--- config.mk ---
export PLATFORM = sky130hd
export DESIGN_NAME = typec_state_fault_status
export DESIGN_NICKNAME = d
export VERILOG_FILES = /design/src/hdl/typec_state_fault_pkg.sv /design/src/hdl/change_if.sv /design/src/hdl/change_sync.sv /design/src/hdl/typec_state_fault_status.sv
export VERILOG_INCLUDE_DIRS = /design/src /design/src/hdl
export SDC_FILE = /design/constraint.sdc
export NUM_CORES = 1
export LEC_CHECK = 0
export BUFFER_PORTS_ARGS = -buffer_cell sky130_fd_sc_hd__buf_2
export CAP_MARGIN = 10
export CORE_UTILIZATION = 32
export CTS_BUF_LIST = sky130_fd_sc_hd__clkbuf_4 sky130_fd_sc_hd__clkbuf_8 sky130_fd_sc_hd__clkbuf_16
export DETAILED_ROUTE_END_ITERATION = 7
export MAX_ROUTING_LAYER = met4
export PLACE_DENSITY_LB_ADDON = 0.25
export REMOVE_ABC_BUFFERS = 1
export SLEW_MARGIN = 20
export SYNTH_ARGS = -nofsm -noshare
export SYNTH_HDL_FRONTEND = slang
export SYNTH_SLANG_ARGS = --single-unit
--- constraint.sdc ---
create_clock -name clk_i -period 2.2 [get_ports clk_i]
set_input_delay 0 -clock clk_i [delete_from_list [all_inputs] [get_ports clk_i]]
set_output_delay 0 -clock clk_i [all_outputs]
set_load 0.02 [all_outputs]
--- src/hdl/typec_state_fault_regs.svh ---
// register offsets, field positions, reset values and state codes
`ifndef TYPEC_STATE_FAULT_REGS_SVH
`define TYPEC_STATE_FAULT_REGS_SVH
`define OFF_OPERATION_STATE 8'h11
`define OFF_FAULT_CHANGE 8'h12
`define OP_LINE_BIT 7
`define OP_CODE_MSB 4
`define OP_RSVD_ZERO 2'h0
`define OP_STATE_RESET 5'h08
`define CODE_UNATT_SRC 5'h08
`define CODE_WAIT_SRC 5'h09
`define CODE_ATT_SRC 5'h0A
`define CODE_UNATT_ACC 5'h0D
`define CODE_WAIT_ACC 5'h0E
`define CODE_AUDIO_ACC 5'h0F
`define CODE_UNORIENT_DBG 5'h10
`define CODE_ERR_RECOVERY 5'h13
`define CODE_UNATT_WAIT 5'h18
`define CODE_ORIENT_DBG 5'h19
`define FLT_THERMAL_BIT 7
`define FLT_RSVD_HI_BIT 6
`define FLT_PU_OVP_BIT 5
`define FLT_PU_GOOD_BIT 4
`define FLT_RSVD_LO_BIT 3
`define FLT_REV_BIT 2
`define FLT_OCP_BIT 1
`define FLT_OVP_BIT 0
`define STS_PU_OVP 7
`define STS_PU_GOOD 6
`define STS_REV_1 5
`define STS_REV_2 4
`define STS_OCP_1 3
`define STS_OCP_2 2
`define STS_OVP_1 1
`define STS_OVP_2 0
`define FLAGS_RESET 8'h00
`define BYTE_ZERO 8'h00
`endif

--- src/hdl/typec_state_fault_pkg.sv ---
// types shared by the status and fault-change register bank
package typec_state_fault_pkg;
	typedef logic [7:0] reg_byte_t;
	typedef logic [7:0] reg_addr_t;
	typedef logic [4:0] state_code_t;
	typedef struct packed
	{
		logic line_sel;
		state_code_t code;
		reg_byte_t flags;
		reg_byte_t rdata;
	} bank_state_s;
endpackage

--- src/hdl/change_if.sv ---
// carrier for synchronised levels and their change pulses
`timescale 1ns/100ps
interface change_if #(parameter int WIDTH = 1);
	logic [WIDTH-1:0] level;
	logic [WIDTH-1:0] change;
	modport src (output level, output change);
	modport dst (input level, input change);
endinterface

--- src/hdl/change_sync.sv ---
// three-stage synchroniser with change detection once stages two and three agree
`timescale 1ns/100ps
module change_sync #(parameter int WIDTH = 1)
(
	input wire logic clk_i,
	input wire logic rstn_i,
	input wire logic ce_i,
	input wire logic [WIDTH-1:0] async_i,
	change_if.src chg
);
	typedef struct packed
	{
		logic [WIDTH-1:0] s1;
		logic [WIDTH-1:0] s2;
		logic [WIDTH-1:0] s3;
		logic [WIDTH-1:0] stable;
		logic [WIDTH-1:0] change;
	} sync_s;

	sync_s q;
	sync_s next_q;
	logic [WIDTH-1:0] settle;

	always_comb
	begin
		next_q = q;
		settle = (~(q.s2 ^ q.s3)) & (q.s3 ^ q.stable);
		if (ce_i)
		begin
			next_q.s1 = async_i;
			next_q.s2 = q.s1;
			next_q.s3 = q.s2;
			next_q.stable = q.stable ^ settle;
			next_q.change = settle;
		end
	end

	always_ff @(posedge clk_i or negedge rstn_i)
	begin
		if (!rstn_i)
			q <= '0;
		else
			q <= next_q;
	end

	assign chg.level = q.stable;
	assign chg.change = q.change;
endmodule

--- src/hdl/typec_state_fault_status.sv ---
// connection state window and read-to-clear fault change flags
`timescale 1ns/100ps
`include "typec_state_fault_regs.svh"

// Behaviour
// - operation status is read-only at offset 11h; writes change nothing
// - bit 7 reports the connected line, 0 first line, 1 second; resets 0
// - the line bit always equals the orientation output pin
// - bits 4:0 carry the connection state code, reset 08h, reserved codes unused
// - reported code follows the variant chosen by the role configuration
// - operation status changes never raise any alert
// - fault change flags at 12h; a read returns them then clears them
// - any fault status bit change, either direction, latches a flag
// - bit 7 sets while junction is over temperature
// - bit 5 sets when pull-up overvoltage status toggles
// - bit 4 sets when pull-up good status toggles
// - bit 2 sets when either cable power reverse-voltage status toggles
// - bit 1 sets when either cable power overcurrent status toggles
// - bit 0 sets when either cable power overvoltage status toggles
// - over temperature alerts through the flags like a status change
// - any set flag raises the fault alert summary bit
// - alert output low while summary and not masked
module typec_state_fault_status
(
	input wire logic clk_i,
	input wire logic rstn_i,
	input wire logic ce_i,
	input wire logic reg_rd_i,
	input wire logic reg_wr_i,
	input wire typec_state_fault_pkg::reg_addr_t reg_addr_i,
	output logic [7:0] reg_rdata_o,
	input wire logic orient_i,
	input wire logic role_config_register_i,
	input wire typec_state_fault_pkg::state_code_t state_code_normal_i,
	input wire typec_state_fault_pkg::state_code_t state_code_standby_i,
	input wire logic [7:0] fault_status_register_i,
	input wire logic over_temp_i,
	input wire logic fault_alert_mask_i,
	output logic active_line_select_o,
	output typec_state_fault_pkg::state_code_t connection_state_code_o,
	output logic orientation_o,
	output logic fault_alert_summary_o,
	output logic alert_n_o
);
	import typec_state_fault_pkg::*;

	bank_state_s q;
	bank_state_s next_q;
	state_code_t sel_code;
	reg_byte_t set_vec;
	logic rd_fault;
	logic rd_op;

	change_if #(.WIDTH(8)) fault_chg ();
	change_if #(.WIDTH(1)) heat_chg ();

	change_sync #(.WIDTH(8)) u_fault_sync
	(
		.clk_i(clk_i),
		.rstn_i(rstn_i),
		.ce_i(ce_i),
		.async_i(fault_status_register_i),
		.chg(fault_chg)
	);

	change_sync #(.WIDTH(1)) u_heat_sync
	(
		.clk_i(clk_i),
		.rstn_i(rstn_i),
		.ce_i(ce_i),
		.async_i(over_temp_i),
		.chg(heat_chg)
	);

	function automatic logic code_defined(input state_code_t c);
		logic ok;
		ok = 1'b0;
		unique case (c)
			`CODE_UNATT_SRC,
			`CODE_WAIT_SRC,
			`CODE_ATT_SRC,
			`CODE_UNATT_ACC,
			`CODE_WAIT_ACC,
			`CODE_AUDIO_ACC,
			`CODE_UNORIENT_DBG,
			`CODE_ERR_RECOVERY,
			`CODE_UNATT_WAIT,
			`CODE_ORIENT_DBG:
				ok = 1'b1;
			default:
				ok = 1'b0;
		endcase
		return ok;
	endfunction

	// variant selected by the role configuration
	assign sel_code = role_config_register_i ? state_code_standby_i : state_code_normal_i;

	assign rd_fault = reg_rd_i && (reg_addr_i == `OFF_FAULT_CHANGE);
	assign rd_op = reg_rd_i && (reg_addr_i == `OFF_OPERATION_STATE);

	// flags raised this cycle
	always_comb
	begin
		set_vec = `FLAGS_RESET;
		set_vec[`FLT_THERMAL_BIT] = heat_chg.level[0];
		set_vec[`FLT_PU_OVP_BIT] = fault_chg.change[`STS_PU_OVP];
		set_vec[`FLT_PU_GOOD_BIT] = fault_chg.change[`STS_PU_GOOD];
		set_vec[`FLT_REV_BIT] = fault_chg.change[`STS_REV_1]
			| fault_chg.change[`STS_REV_2];
		set_vec[`FLT_OCP_BIT] = fault_chg.change[`STS_OCP_1]
			| fault_chg.change[`STS_OCP_2];
		set_vec[`FLT_OVP_BIT] = fault_chg.change[`STS_OVP_1]
			| fault_chg.change[`STS_OVP_2];
	end

	always_comb
	begin
		next_q = q;
		if (ce_i)
		begin
			next_q.line_sel = orient_i;
			if (code_defined(sel_code))
				next_q.code = sel_code;
			// writes are ignored: no write path exists
			if (rd_op)
				next_q.rdata = {q.line_sel, `OP_RSVD_ZERO, q.code};
			else if (rd_fault)
				next_q.rdata = q.flags;
			else if (reg_rd_i)
				next_q.rdata = `BYTE_ZERO;
			// set wins over the clearing read
			next_q.flags = (rd_fault ? `FLAGS_RESET : q.flags) | set_vec;
		end
	end

	always_ff @(posedge clk_i or negedge rstn_i)
	begin
		if (!rstn_i)
		begin
			q.line_sel <= 1'b0;
			q.code <= `OP_STATE_RESET;
			q.flags <= `FLAGS_RESET;
			q.rdata <= `BYTE_ZERO;
		end
		else
			q <= next_q;
	end

	assign reg_rdata_o = q.rdata;
	assign active_line_select_o = q.line_sel;
	assign orientation_o = q.line_sel;
	assign connection_state_code_o = q.code;
	assign fault_alert_summary_o = |q.flags;
	// only the fault summary feeds the alert, never the operation status
	assign alert_n_o = !(fault_alert_summary_o && !fault_alert_mask_i);
endmodule
======== After elaboration in Yosys (flattened, before gate mapping) ========
Memory sizes are Yosys's and may differ from the RTL's.
Index checks and enable logic that the tools add are counted.
word-level totals
  bits in writable memories ............... 0
  memories ................................ 1
  latch bits .............................. 0
  register bits after elaboration ......... 66
  word-level logic and storage cells ...... 45
  memory bits (read-only) ................. 32
cells by class
  reduce and logical (&&, ||, !) cells .... 9
  bitwise operators ....................... 14
  add/sub/neg operators ................... 0
  $mul .................................... 0
  div/mod/pow operators ................... 0
  muxes and demuxes ....................... 6
  magnitude comparators ................... 0
  shift operators ......................... 0
  eq/ne operators ......................... 2
memories
  name             depth  width  rd ports  clocked after memory_dff  write ports  line                            RTL
  (no name shown)  32     1      1         0                         0            typec_state_fault_status.sv:78  unique case (c)
operators with widths
  operator                                                          count
  8-bit 2-to-1 mux                                                  4
  8-bit bitwise XOR                                                 3
  8-bit by 5-bit == test with 1-bit output (second input constant)  2
  8-bit AND                                                         1
  8-bit inverter                                                    1
  8-bit OR                                                          1
  8-bit OR reduction                                                1
  5-bit 2-to-1 mux                                                  1
  2-bit AND reduction                                               2
  1-bit logical AND                                                 3
  1-bit OR                                                          3
  3-bit nonzero test                                                1
  1-bit bitwise XOR                                                 3
  1-bit zero test                                                   2
  1-bit AND                                                         1
  1-bit 2-to-1 mux                                                  1
  1-bit inverter                                                    1

======== Depth between registers and ports, before layout ========
Gate-level depths: netlist (run 1).
  depth after elaboration ................. 4
  mapped depth ............................ 8
  gate-level depth less buffers ........... 7

======== Hierarchy ========
A second synthesis (run 1) with hierarchy kept.
second synthesis, totals
  cell total of the unflattened synthesis .. 270
  area, all modules ....................... 3,308.2 um^2
modules (own cells, without submodules)
  module                       cells each  area each (um^2)  times used
  change_sync at u_fault_sync  142         1,931.9           1
  typec_state_fault_status     112         1,163.6           1
  change_sync at u_heat_sync   16          212.7             1

======== Worst setup path before layout (run 1) ========
Ideal clock, no wire load.
  path type ............................... input port to flip-flop
  from .................................... input port role_config_register_i
  to ...................................... register q (netlist bit connection_state_code_o[3])
  buffers on the path ..................... 1
  arrival time ............................ 1,688 ps
  stages on the path ...................... 8
  slack ................................... 428 ps
  path through ............................ buf_6 -> mux2_2 -> inv_1 -> ha_1 -> mux2i_1 -> a32oi_1 -> or2_2 -> o32a_2
between the ends
  cells in the longest elaborated chain, start to end .. 4
RTL lines
  element                               line                             RTL
  start: declaration                    typec_state_fault_status.sv:33   input wire logic role_config_register_i,
  5-bit 2-to-1 mux                      typec_state_fault_status.sv:97   assign sel_code = role_config_register_i ? state_code_standby_i : state_code_normal_i;
  net sel_code[0]                       typec_state_fault_status.sv:49   state_code_t sel_code;
  memory 32 x 1 bit                     n/a
  1-bit 2-to-1 mux                      typec_state_fault_status.sv:120  if (ce_i)
  2-bit AND reduction (no source line)  n/a
  end signal: assignment                typec_state_fault_status.sv:147  q <= next_q;
  end: declaration                      typec_state_fault_status.sv:47   bank_state_s q;
The timed path passes the listed nets, and every way through them passes these cells. The select of a mux whose other input is x is not followed.
A chain may end at the register's enable or synchronous reset.

======== Final worst setup path (run 1) ========
Ends and elaborated chain as after synthesis.

==> results of run 1 <==
==> cell type report <==
type | count | area share, %
Tap cell | 108 | 3.79
Inverter | 8 | 0.842
Multi-Input combinational cell | 179 | 33.7
Clock inverter | 7 | 2.46
Timing Repair Buffer | 65 | 11.4
Clock buffer | 9 | 3.47
Sequential cell | 63 | 44.3
==> synthesized netlist by cell type <==
master,n,area share (%)
sky130_fd_sc_hd__o32ai_4,1,0.93
sky130_fd_sc_hd__buf_2,1,0.17
sky130_fd_sc_hd__o21ai_0,14,2.4
sky130_fd_sc_hd__inv_1,8,1.0
sky130_fd_sc_hd__dfstp_2,1,0.89
sky130_fd_sc_hd__nand2b_1,13,2.7
sky130_fd_sc_hd__conb_1,1,0.13
sky130_fd_sc_hd__a21oi_1,34,5.7
sky130_fd_sc_hd__buf_1,5,0.63
sky130_fd_sc_hd__nor4b_4,1,0.80
sky130_fd_sc_hd__ha_1,2,0.84
sky130_fd_sc_hd__and2_2,1,0.25
sky130_fd_sc_hd__mux2_4,1,0.51
sky130_fd_sc_hd__mux2i_1,3,1.0
sky130_fd_sc_hd__or2_2,1,0.21
sky130_fd_sc_hd__nand4bb_1,1,0.38
sky130_fd_sc_hd__nor4_1,1,0.21
sky130_fd_sc_hd__and2_4,1,0.30
sky130_fd_sc_hd__buf_6,1,0.38
sky130_fd_sc_hd__and2b_2,1,0.30
sky130_fd_sc_hd__a22oi_1,6,1.5
sky130_fd_sc_hd__buf_4,14,3.5
sky130_fd_sc_hd__clkbuf_1,3,0.38
sky130_fd_sc_hd__o32a_2,1,0.38
sky130_fd_sc_hd__nand2_1,21,2.7
sky130_fd_sc_hd__and2_1,1,0.21
sky130_fd_sc_hd__a22o_1,3,0.89
sky130_fd_sc_hd__or3_1,1,0.21
sky130_fd_sc_hd__a32oi_1,1,0.30
sky130_fd_sc_hd__nor4_4,1,0.72
sky130_fd_sc_hd__mux2_2,33,13
sky130_fd_sc_hd__dfrtp_1,62,52
sky130_fd_sc_hd__nor2_1,35,4.4
==> power groups by stage <==
stage | Clock (W) | Combinational, W | Sequential, W
2_1_floorplan | 0 | 0.000299 | 0.00153
6_report | 0.00106 | 0.000510 | 0.00150
4_1_cts | 0.00111 | 0.000520 | 0.00151
5_1_grt | 0.00116 | 0.000574 | 0.00154
3_3_place_gp | 0 | 0.000488 | 0.00152
3_5_place_dp | 0 | 0.000502 | 0.00153
==> worst min path at each step <==
| stage | to | slack, ns | depth (start not counted) |
|---|---|---|---|
| final | reg_rdata_o[5] | 0.04 | 4 |
| after detailed placement | reg_rdata_o[3] | 0.06 | 1 |
| after floorplan | asynchronous set/reset pin | -0.30 | 0 |
| after global routing | reg_rdata_o[5] | 0.05 | 4 |
| after CTS | reg_rdata_o[5] | 0.02 | 4 |
| after global placement | reg_rdata_o[3] | 0.05 | 1 |
==> cell families (layout without fill, tap and decap cells) <==
family / count (synthesis) / in the layout
AOI/OAI and AO/OA: 60 / 60
adders and majority gates: 2 / 2
buffers and inverters: 32 / 89
DFF: 63 / 63
muxes: 37 / 37
other: 1 / 1
and+or+nand+nor: 79 / 79
==> repair_timing <==
item                                   4_1_cts  5_1_grt
hold buffers                                12        0
gates resized for setup                      0        0
setup buffers                                0        0
endpoints found under the hold margin       36        0
==> worst min-delay path, delay by kind of cell <==
kind                   cells  cell delay, ns
AND/OR/NAND/NOR            2            0.15
AO/OA/AOI/OAI              1            0.07
buffers and inverters      1            0.12
==> stage by stage <==
stage | hold slack (ns) | total power [W] | instance area, um2 | worst slack (ns) | util (%)
after floorplan | -0.296 | 0.00183 | 2810 | 0.547 | -
after global placement | 0.0531 | 0.00201 | 3230 | 0.267 | 36.5
after detailed placement | 0.0566 | 0.00203 | 3230 | 0.239 | 36.5
after CTS | 0.0181 | 0.00314 | 3560 | 0.610 | 40.3
after global routing | 0.0520 | 0.00327 | 3560 | 0.510 | 40.3
final | 0.0392 | 0.00307 | 3560 | 0.595 | 40.3
==> layer usage <==
| layer | global-route usage, % | wire length (um) |
|---|---|---|
| met5 | - | 0 |
| met4 | 4.13 | 65 |
| met3 | 5.08 | 277 |
| met2 | 18.8 | 2440 |
| met1 | 14.9 | 2520 |
==> metrics.log, run 1 <==
INFO  metric status = finished with violations
INFO  metric failed_checks = design-rule violations
INFO  metric mean_syn_cell_area = roughly 11 um2
INFO  metric yosysSeqAreaShare = 53.3%
INFO  metric drtAntennaViolNets = 0
INFO  metric grt_setup_unrepaired = false
INFO  metric setup_viol_count_final = 0
INFO  metric synth_simple_gate_area_share = a little over an eighth
INFO  metric tritoncts = built
INFO  metric tns = 0 ns
INFO  metric dpl.cell_count = about 410
INFO  metric timing.setup.critical_path_class = primary input to flop
INFO  metric design.portCount = 52
INFO  metric synth-seq-cells = between 60 and 70
INFO  metric timing.critical_path.depth = 8
INFO  metric worst_clock_skew = between 0.006 and 0.007 ns
INFO  metric detail_route.wirelength = roughly 5.3 mm
INFO  metric floorplan.initialDensity = 33.5%
INFO  metric worstSetupStartpoint = role_config_register_i
INFO  metric synthesis.instances = roughly 270
INFO  metric area_delta_synth_final = 20.4%
INFO  metric finalCriticalPeriod = around 1.6 ns
INFO  metric multiInputGateArea = roughly 0.0012 mm2
INFO  metric fp.dieH = ~100 um
INFO  metric cpLargestDelayFamily = compound AO/OA/AOI/OAI gates
INFO  metric layout.filler_cells = 900
INFO  metric number_of_global_route_vias_before_repair = between 1500 and 2000
INFO  metric detailedRoute.firstIterationViolations = 107
INFO  metric yosys.cell_types.count = 33
INFO  metric timing.critical_path.cells = buf_2 > mux2_2 > inv_1 > ha_1 > mux2i_1 > a32oi_1 > or2_2 > o32a_2
INFO  metric antenna_found_initial = 0
INFO  metric layout.cells.most_common = sky130_fd_sc_hd__dfrtp_1
INFO  metric tightest_slew = around 0.61 ns
INFO  metric vias_per_cell = between 4 and 5
INFO  metric r2r-start = u_fault_sync.q[31]
INFO  metric adder_cell_fraction_of_synth_area = less than 1%
INFO  metric die_w = 98.2 um
INFO  metric synth_mux_area_share = between 10 and 15%
INFO  metric worst_path_max_delay_cell = sky130_fd_sc_hd__mux2_2
INFO  metric worst-endpoint-required = ~2.5 ns
INFO  metric synth_compound_gate_area_share = 12.1%
INFO  metric grt_start_max_net_pins = 39
INFO  metric drv.max_cap_violation_count = 0
INFO  metric drive_above_1_share = roughly 34%
INFO  metric combinational_family_with_the_most_area_after_synthesis = multiplexers
INFO  metric power.share.switching = between 20% and 30%
INFO  metric dieArea = between 0.009 and 0.01 mm2
INFO  metric timing.slew.headroom = 59.6%
INFO  metric grt_util_all_layers = 12.4%
INFO  metric cp.buffers_inverters = 2
INFO  metric placeableCoreArea = between 0.008 and 0.009 mm2
INFO  metric port_buffers = 49
INFO  metric power.combinational.fraction = about 17%
INFO  metric post-route-period-util = between 70% and 80%
INFO  metric cts_inserted_buffers = 9
INFO  metric finalHoldViolCount = 0
INFO  metric route.detailed.wl_per_inst = 12.1 um
INFO  metric yosysWarningCount = 0
INFO  metric critical_path.startpoint_type = primary input
INFO  metric timing.reg2reg.setup_slack = about 1.3 ns
INFO  metric synth_area = 0.00296 mm2
INFO  metric power_switching = 0.000838 W
INFO  metric htreeDepth = 3
INFO  metric ir_drop = ~400 uV
INFO  metric crit_path_max_fo = 8
INFO  metric xor_and_xnor_area_share_after_synthesis = 0%
INFO  metric fin_cells = roughly 440
INFO  metric internal-power = 0.00224 W
INFO  metric antenna-diode-count = 0
INFO  metric achievable-frequency = approximately 0.62 GHz
INFO  metric max_stage_delay = approximately 0.38 ns
INFO  metric firstDrtPassIters = 6
INFO  metric cts.sinks = 63
INFO  metric critical_path_sink = connection_state_code_o[3]
INFO  metric grt_first_pass_wirelength = slightly above 9 mm
INFO  metric endpoint_arrival_time_on_the_critical_path = 1.87 ns
INFO  metric seq_power_share = approximately 49%
INFO  metric critPathCaptureType = flop
INFO  metric layout.cells.most_common_list = sky130_fd_sc_hd__dfrtp_1 (62), sky130_fd_sc_hd__buf_2 (49), sky130_fd_sc_hd__nor2_1 (35)
INFO  metric powerDensity = roughly 860 mW/mm2
INFO  metric routed-via-count = approximately 2000
INFO  metric worstHoldPathType = primary input to flop
INFO  metric grt_overflow_total = 0
INFO  metric clk_root_buffer_cell = sky130_fd_sc_hd__clkbuf_8
INFO  metric placementRows = 34
INFO  metric worst-r2r-cell-count = 3
INFO  metric finish.net_count = ~360
INFO  metric ff_latch_area = between 0.0015 and 0.002 mm2
INFO  metric startpoint_of_the_most_critical_hold_path = reg_addr_i[0]
INFO  metric slew_viol_final = 0
INFO  metric gp_routability_congestion = ~0.75
INFO  metric route.detailed.drc = 5
INFO  metric post-dp-hpwl = 3.69 mm
INFO  metric worst_setup_hold_path_clk_slew = roughly 0.070 ns
INFO  metric power.share.clock = about a third
INFO  metric static_leakage = between 1.5 and 2 nW
INFO  metric clockBufferDepth = 2
INFO  metric clock_latency = approximately 0.34 ns
Power figures use the tool's default switching activity.
==> run 2: changes to the inputs <==
==> constraint.sdc (replaced) <==
create_clock -name clk_i -period 1.38 [get_ports clk_i]
set_input_delay 0 -clock clk_i [delete_from_list [all_inputs] [get_ports clk_i]]
set_output_delay 0 -clock clk_i [all_outputs]
set_load 0.02 [all_outputs]
==> metrics.log, run 2 (synthesis gave the netlist of run 1 again) <==
INFO  metric fp.dieH = 98.2 um (unchanged)
INFO  metric post-route-period-util = 103%
INFO  metric endpoint_arrival_time_on_the_critical_path = 1.65 ns (-0.22 ns)
INFO  metric worst-r2r-cell-count = 3 (unchanged)
INFO  metric worst-endpoint-required = 1.60 ns (-0.87 ns)
INFO  metric grt_util_all_layers = 13.1% (+0.71 points)
INFO  metric status = finished with violations
INFO  metric drtAntennaViolNets = 0 (unchanged)
INFO  metric port_buffers = 49 (unchanged)
INFO  metric die_w = 98.2 um (unchanged)
INFO  metric slew_viol_final = 0 (unchanged)
INFO  metric failed_checks = design-rule violations, negative setup slack
INFO  metric hold-path-endpoint = connection_state_code_o[3]
INFO  metric antenna_found_initial = 0 (unchanged)
INFO  metric worst_clock_skew = 0.0123 ns (+0.00562 ns)
INFO  metric layout.cells.most_common_list = sky130_fd_sc_hd__dfrtp_1 (62), sky130_fd_sc_hd__buf_2 (47), sky130_fd_sc_hd__nor2_1 (35)
INFO  metric placementRows = 34 (unchanged)
INFO  metric detail_route.wirelength = 5.52 mm (+4.0%)
INFO  metric cts.sinks = 63 (unchanged)
INFO  metric dieArea = 0.00964 mm2 (unchanged)
INFO  metric crit_path_max_fo = 4 (-4)
INFO  metric route.detailed.wl_per_inst = 12.3 um (+1.4%)
INFO  metric htreeDepth = 3 (unchanged)
INFO  metric design.portCount = 52 (unchanged)
INFO  metric dp_slack = -0.476 ns (-0.715 ns)
INFO  metric cp.buffers_inverters = 3 (+1)
INFO  metric internal-power = 0.00344 W (+54%)
INFO  metric timing.reg2reg.setup_slack = 0.47 ns (-0.85 ns)
INFO  metric post-dp-hpwl = 3.74 mm (+1.3%)
INFO  metric area_delta_synth_final = 24.7%
INFO  metric ir_drop = 515 uV (+28%)
INFO  metric power.combinational.fraction = 18.1% (+1.5 points)
INFO  metric whs_path_depth = 3 (-1)
INFO  metric gp_routability_congestion = 0.759 (+0.85%)
INFO  metric detailedRoute.firstIterationViolations = 103 (-3.7%)
INFO  metric grt_first_pass_wirelength = 9.66 mm (+6.1%)
INFO  metric timing.setup.critical_path_class = primary input to flop
INFO  metric achievable-frequency = ~0.7 GHz
INFO  metric critical_path.startpoint_type = primary input
INFO  metric layout.filler_cells = 870 (-3.3%)
INFO  metric final.setup.worst_slack = -0.0415 ns (-0.636 ns)
INFO  metric r2r-start = q[9]
INFO  metric placeableCoreArea = 0.00885 mm2 (unchanged)
INFO  metric power.share.clock = 32.3% (-2.2 points)
INFO  metric critPathCaptureType = flop
INFO  metric critPathMostFrequentCell = sky130_fd_sc_hd__mux2_4
INFO  metric finish.net_count = 374 (+3.0%)
INFO  metric worstHoldPathType = primary input to flop
INFO  metric route.detailed.drc = 5 (unchanged)
INFO  metric powerDensity = 1310 mW/mm2 (+52%)
INFO  metric cts_inserted_buffers = 9 (unchanged)
INFO  metric finalCriticalPeriod = between 1 and 1.5 ns
INFO  metric worst_path_max_delay_cell = sky130_fd_sc_hd__mux2_4
INFO  metric routed-via-count = 2128 (+4.6%)
INFO  metric floorplan.initialDensity = 33.5% (unchanged)
INFO  metric worstReg2RegEnd = reg_rdata_o[1]
INFO  metric tritoncts = built
INFO  metric grt_overflow_total = 0 (unchanged)
INFO  metric vias_per_cell = 4.73 (+2.1%)
INFO  metric max_stage_delay = 0.34 ns (-0.04 ns)
INFO  metric startpoint_of_the_most_critical_hold_path = state_code_standby_i[3]
INFO  metric layout.cells.most_common = sky130_fd_sc_hd__dfrtp_1
INFO  metric clockBufferDepth = 2 (unchanged)
INFO  metric cpLargestDelayFamily = multiplexers
INFO  metric number_of_global_route_vias_before_repair = 2043 (+2.4%)
INFO  metric finalHoldViolCount = 0 (unchanged)
INFO  metric static_leakage = 1.68 nW (+3.8%)
INFO  metric finalHoldWorstSlack = 0.0821 ns (+0.0429 ns)
INFO  metric grt_setup_unrepaired = true
INFO  metric grt_start_max_net_pins = 64 (+64%)
INFO  metric seq_power_share = 49.6% (+0.7 points)
INFO  metric power.share.switching = 29.0% (+1.7 points)
INFO  metric worst_setup_hold_path_clk_slew = 0.07 ns (about the same)
INFO  metric clk_root_buffer_cell = sky130_fd_sc_hd__clkbuf_8
INFO  metric drive_above_1_share = 38.0% (+4.2 points)
INFO  metric timing.critical_path.cells = buf_8 > mux2_4 > inv_4 > ha_4 > mux2i_1 > a32oi_1 > buf_4 > o32ai_4 > mux2_4
INFO  metric firstDrtPassIters = 6 (unchanged)
INFO  metric setup_viol_count_final = 4 (+4)
INFO  metric antenna-diode-count = 0 (unchanged)
INFO  metric power_switching = 0.00141 W (+68%)
INFO  metric clock_latency = 0.34 ns (about the same)
INFO  metric drv.max_cap_violation_count = 0 (unchanged)
[run 2: cell count changes in the layout (fill, tap and decap cells not counted), moves of 2 or more]
cell / before / now
sky130_fd_sc_hd__ha_1: 2 / 0
sky130_fd_sc_hd__mux2_4: 1 / 6
sky130_fd_sc_hd__clkinv_2: 4 / 2
sky130_fd_sc_hd__mux2_2: 33 / 28
sky130_fd_sc_hd__inv_1: 8 / 6
sky130_fd_sc_hd__buf_2: 49 / 47
sky130_fd_sc_hd__buf_4: 3 / 15
[run 2: per-stage QoR]
step / power [W] / cell area, um2 / setup TNS (ns) / instances / util [%]
global placement: 0.00321 / 3290 / -1.96 / 419 / 37.2
CTS: 0.00492 / 3680 / -0.0550 / 450 / 41.6
finish: 0.00485 / 3690 / -0.145 / 450 / 41.7
floorplan: 0.00291 / 2810 / -0.703 / 250 / -
detailed placement: 0.00326 / 3290 / -2.20 / 419 / 37.2
global route: 0.00515 / 3690 / -0.283 / 450 / 41.7
[run 2: power groups by stage]
stage,clock network [W],logic [W],registers [W]
after floorplan,0,0.000477,0.00244
after global placement,0,0.000791,0.00242
after detailed placement,0,0.000819,0.00244
after CTS,0.00162,0.000892,0.00241
after global routing,0.00172,0.000983,0.00245
final,0.00157,0.000879,0.00241
[run 2: worst max-delay path by stage]
stage / startpoint / end / cells past startpoint
after floorplan: role_config_register_i / connection_state_code_o[3] / 7
after global placement: role_config_register_i / connection_state_code_o[0] / 9
after detailed placement: role_config_register_i / connection_state_code_o[0] / 9
after CTS: role_config_register_i / connection_state_code_o[0] / 9
after global routing: role_config_register_i / connection_state_code_o[0] / 9
final: role_config_register_i / connection_state_code_o[0] / 9
[run 2: tightest hold or removal path, stage by stage]
cell and delay (ns):
sky130_fd_sc_hd__buf_2 0.10, sky130_fd_sc_hd__and2_2 0.15, sky130_fd_sc_hd__o32a_2 0.13
[run 2: cell type report]
class	count	area, um2	area share (%)
flip-flops and latches	63	1580	42.7
multi-input cells	179	1250	33.8
repair buffers	76	504	13.7
well taps	108	135	3.66
clock buffers	9	124	3.35
clock inverters	7	72.6	1.96
inverters	8	32.5	0.881
[run 2: what timing repair did]
action	in CTS	in global routing
resized for setup	15	3
pin swaps	5	3
setup endpoints to repair	5	7
hold buffers	11	0
hold endpoints to repair	73	0
setup buffers	4	0
[run 2: per-layer routing]
| metal | up-vias | track usage [%] | wire length (um) |
|---|---|---|---|
| li1 | 1054 | - | - |
| met1 | 1013 | 16.6 | 2660 |
| met2 | 50 | 19.3 | 2490 |
| met3 | 11 | 4.80 | 277 |
| met4 | 0 | 4.25 | 93 |
| met5 | - | - | 0 |
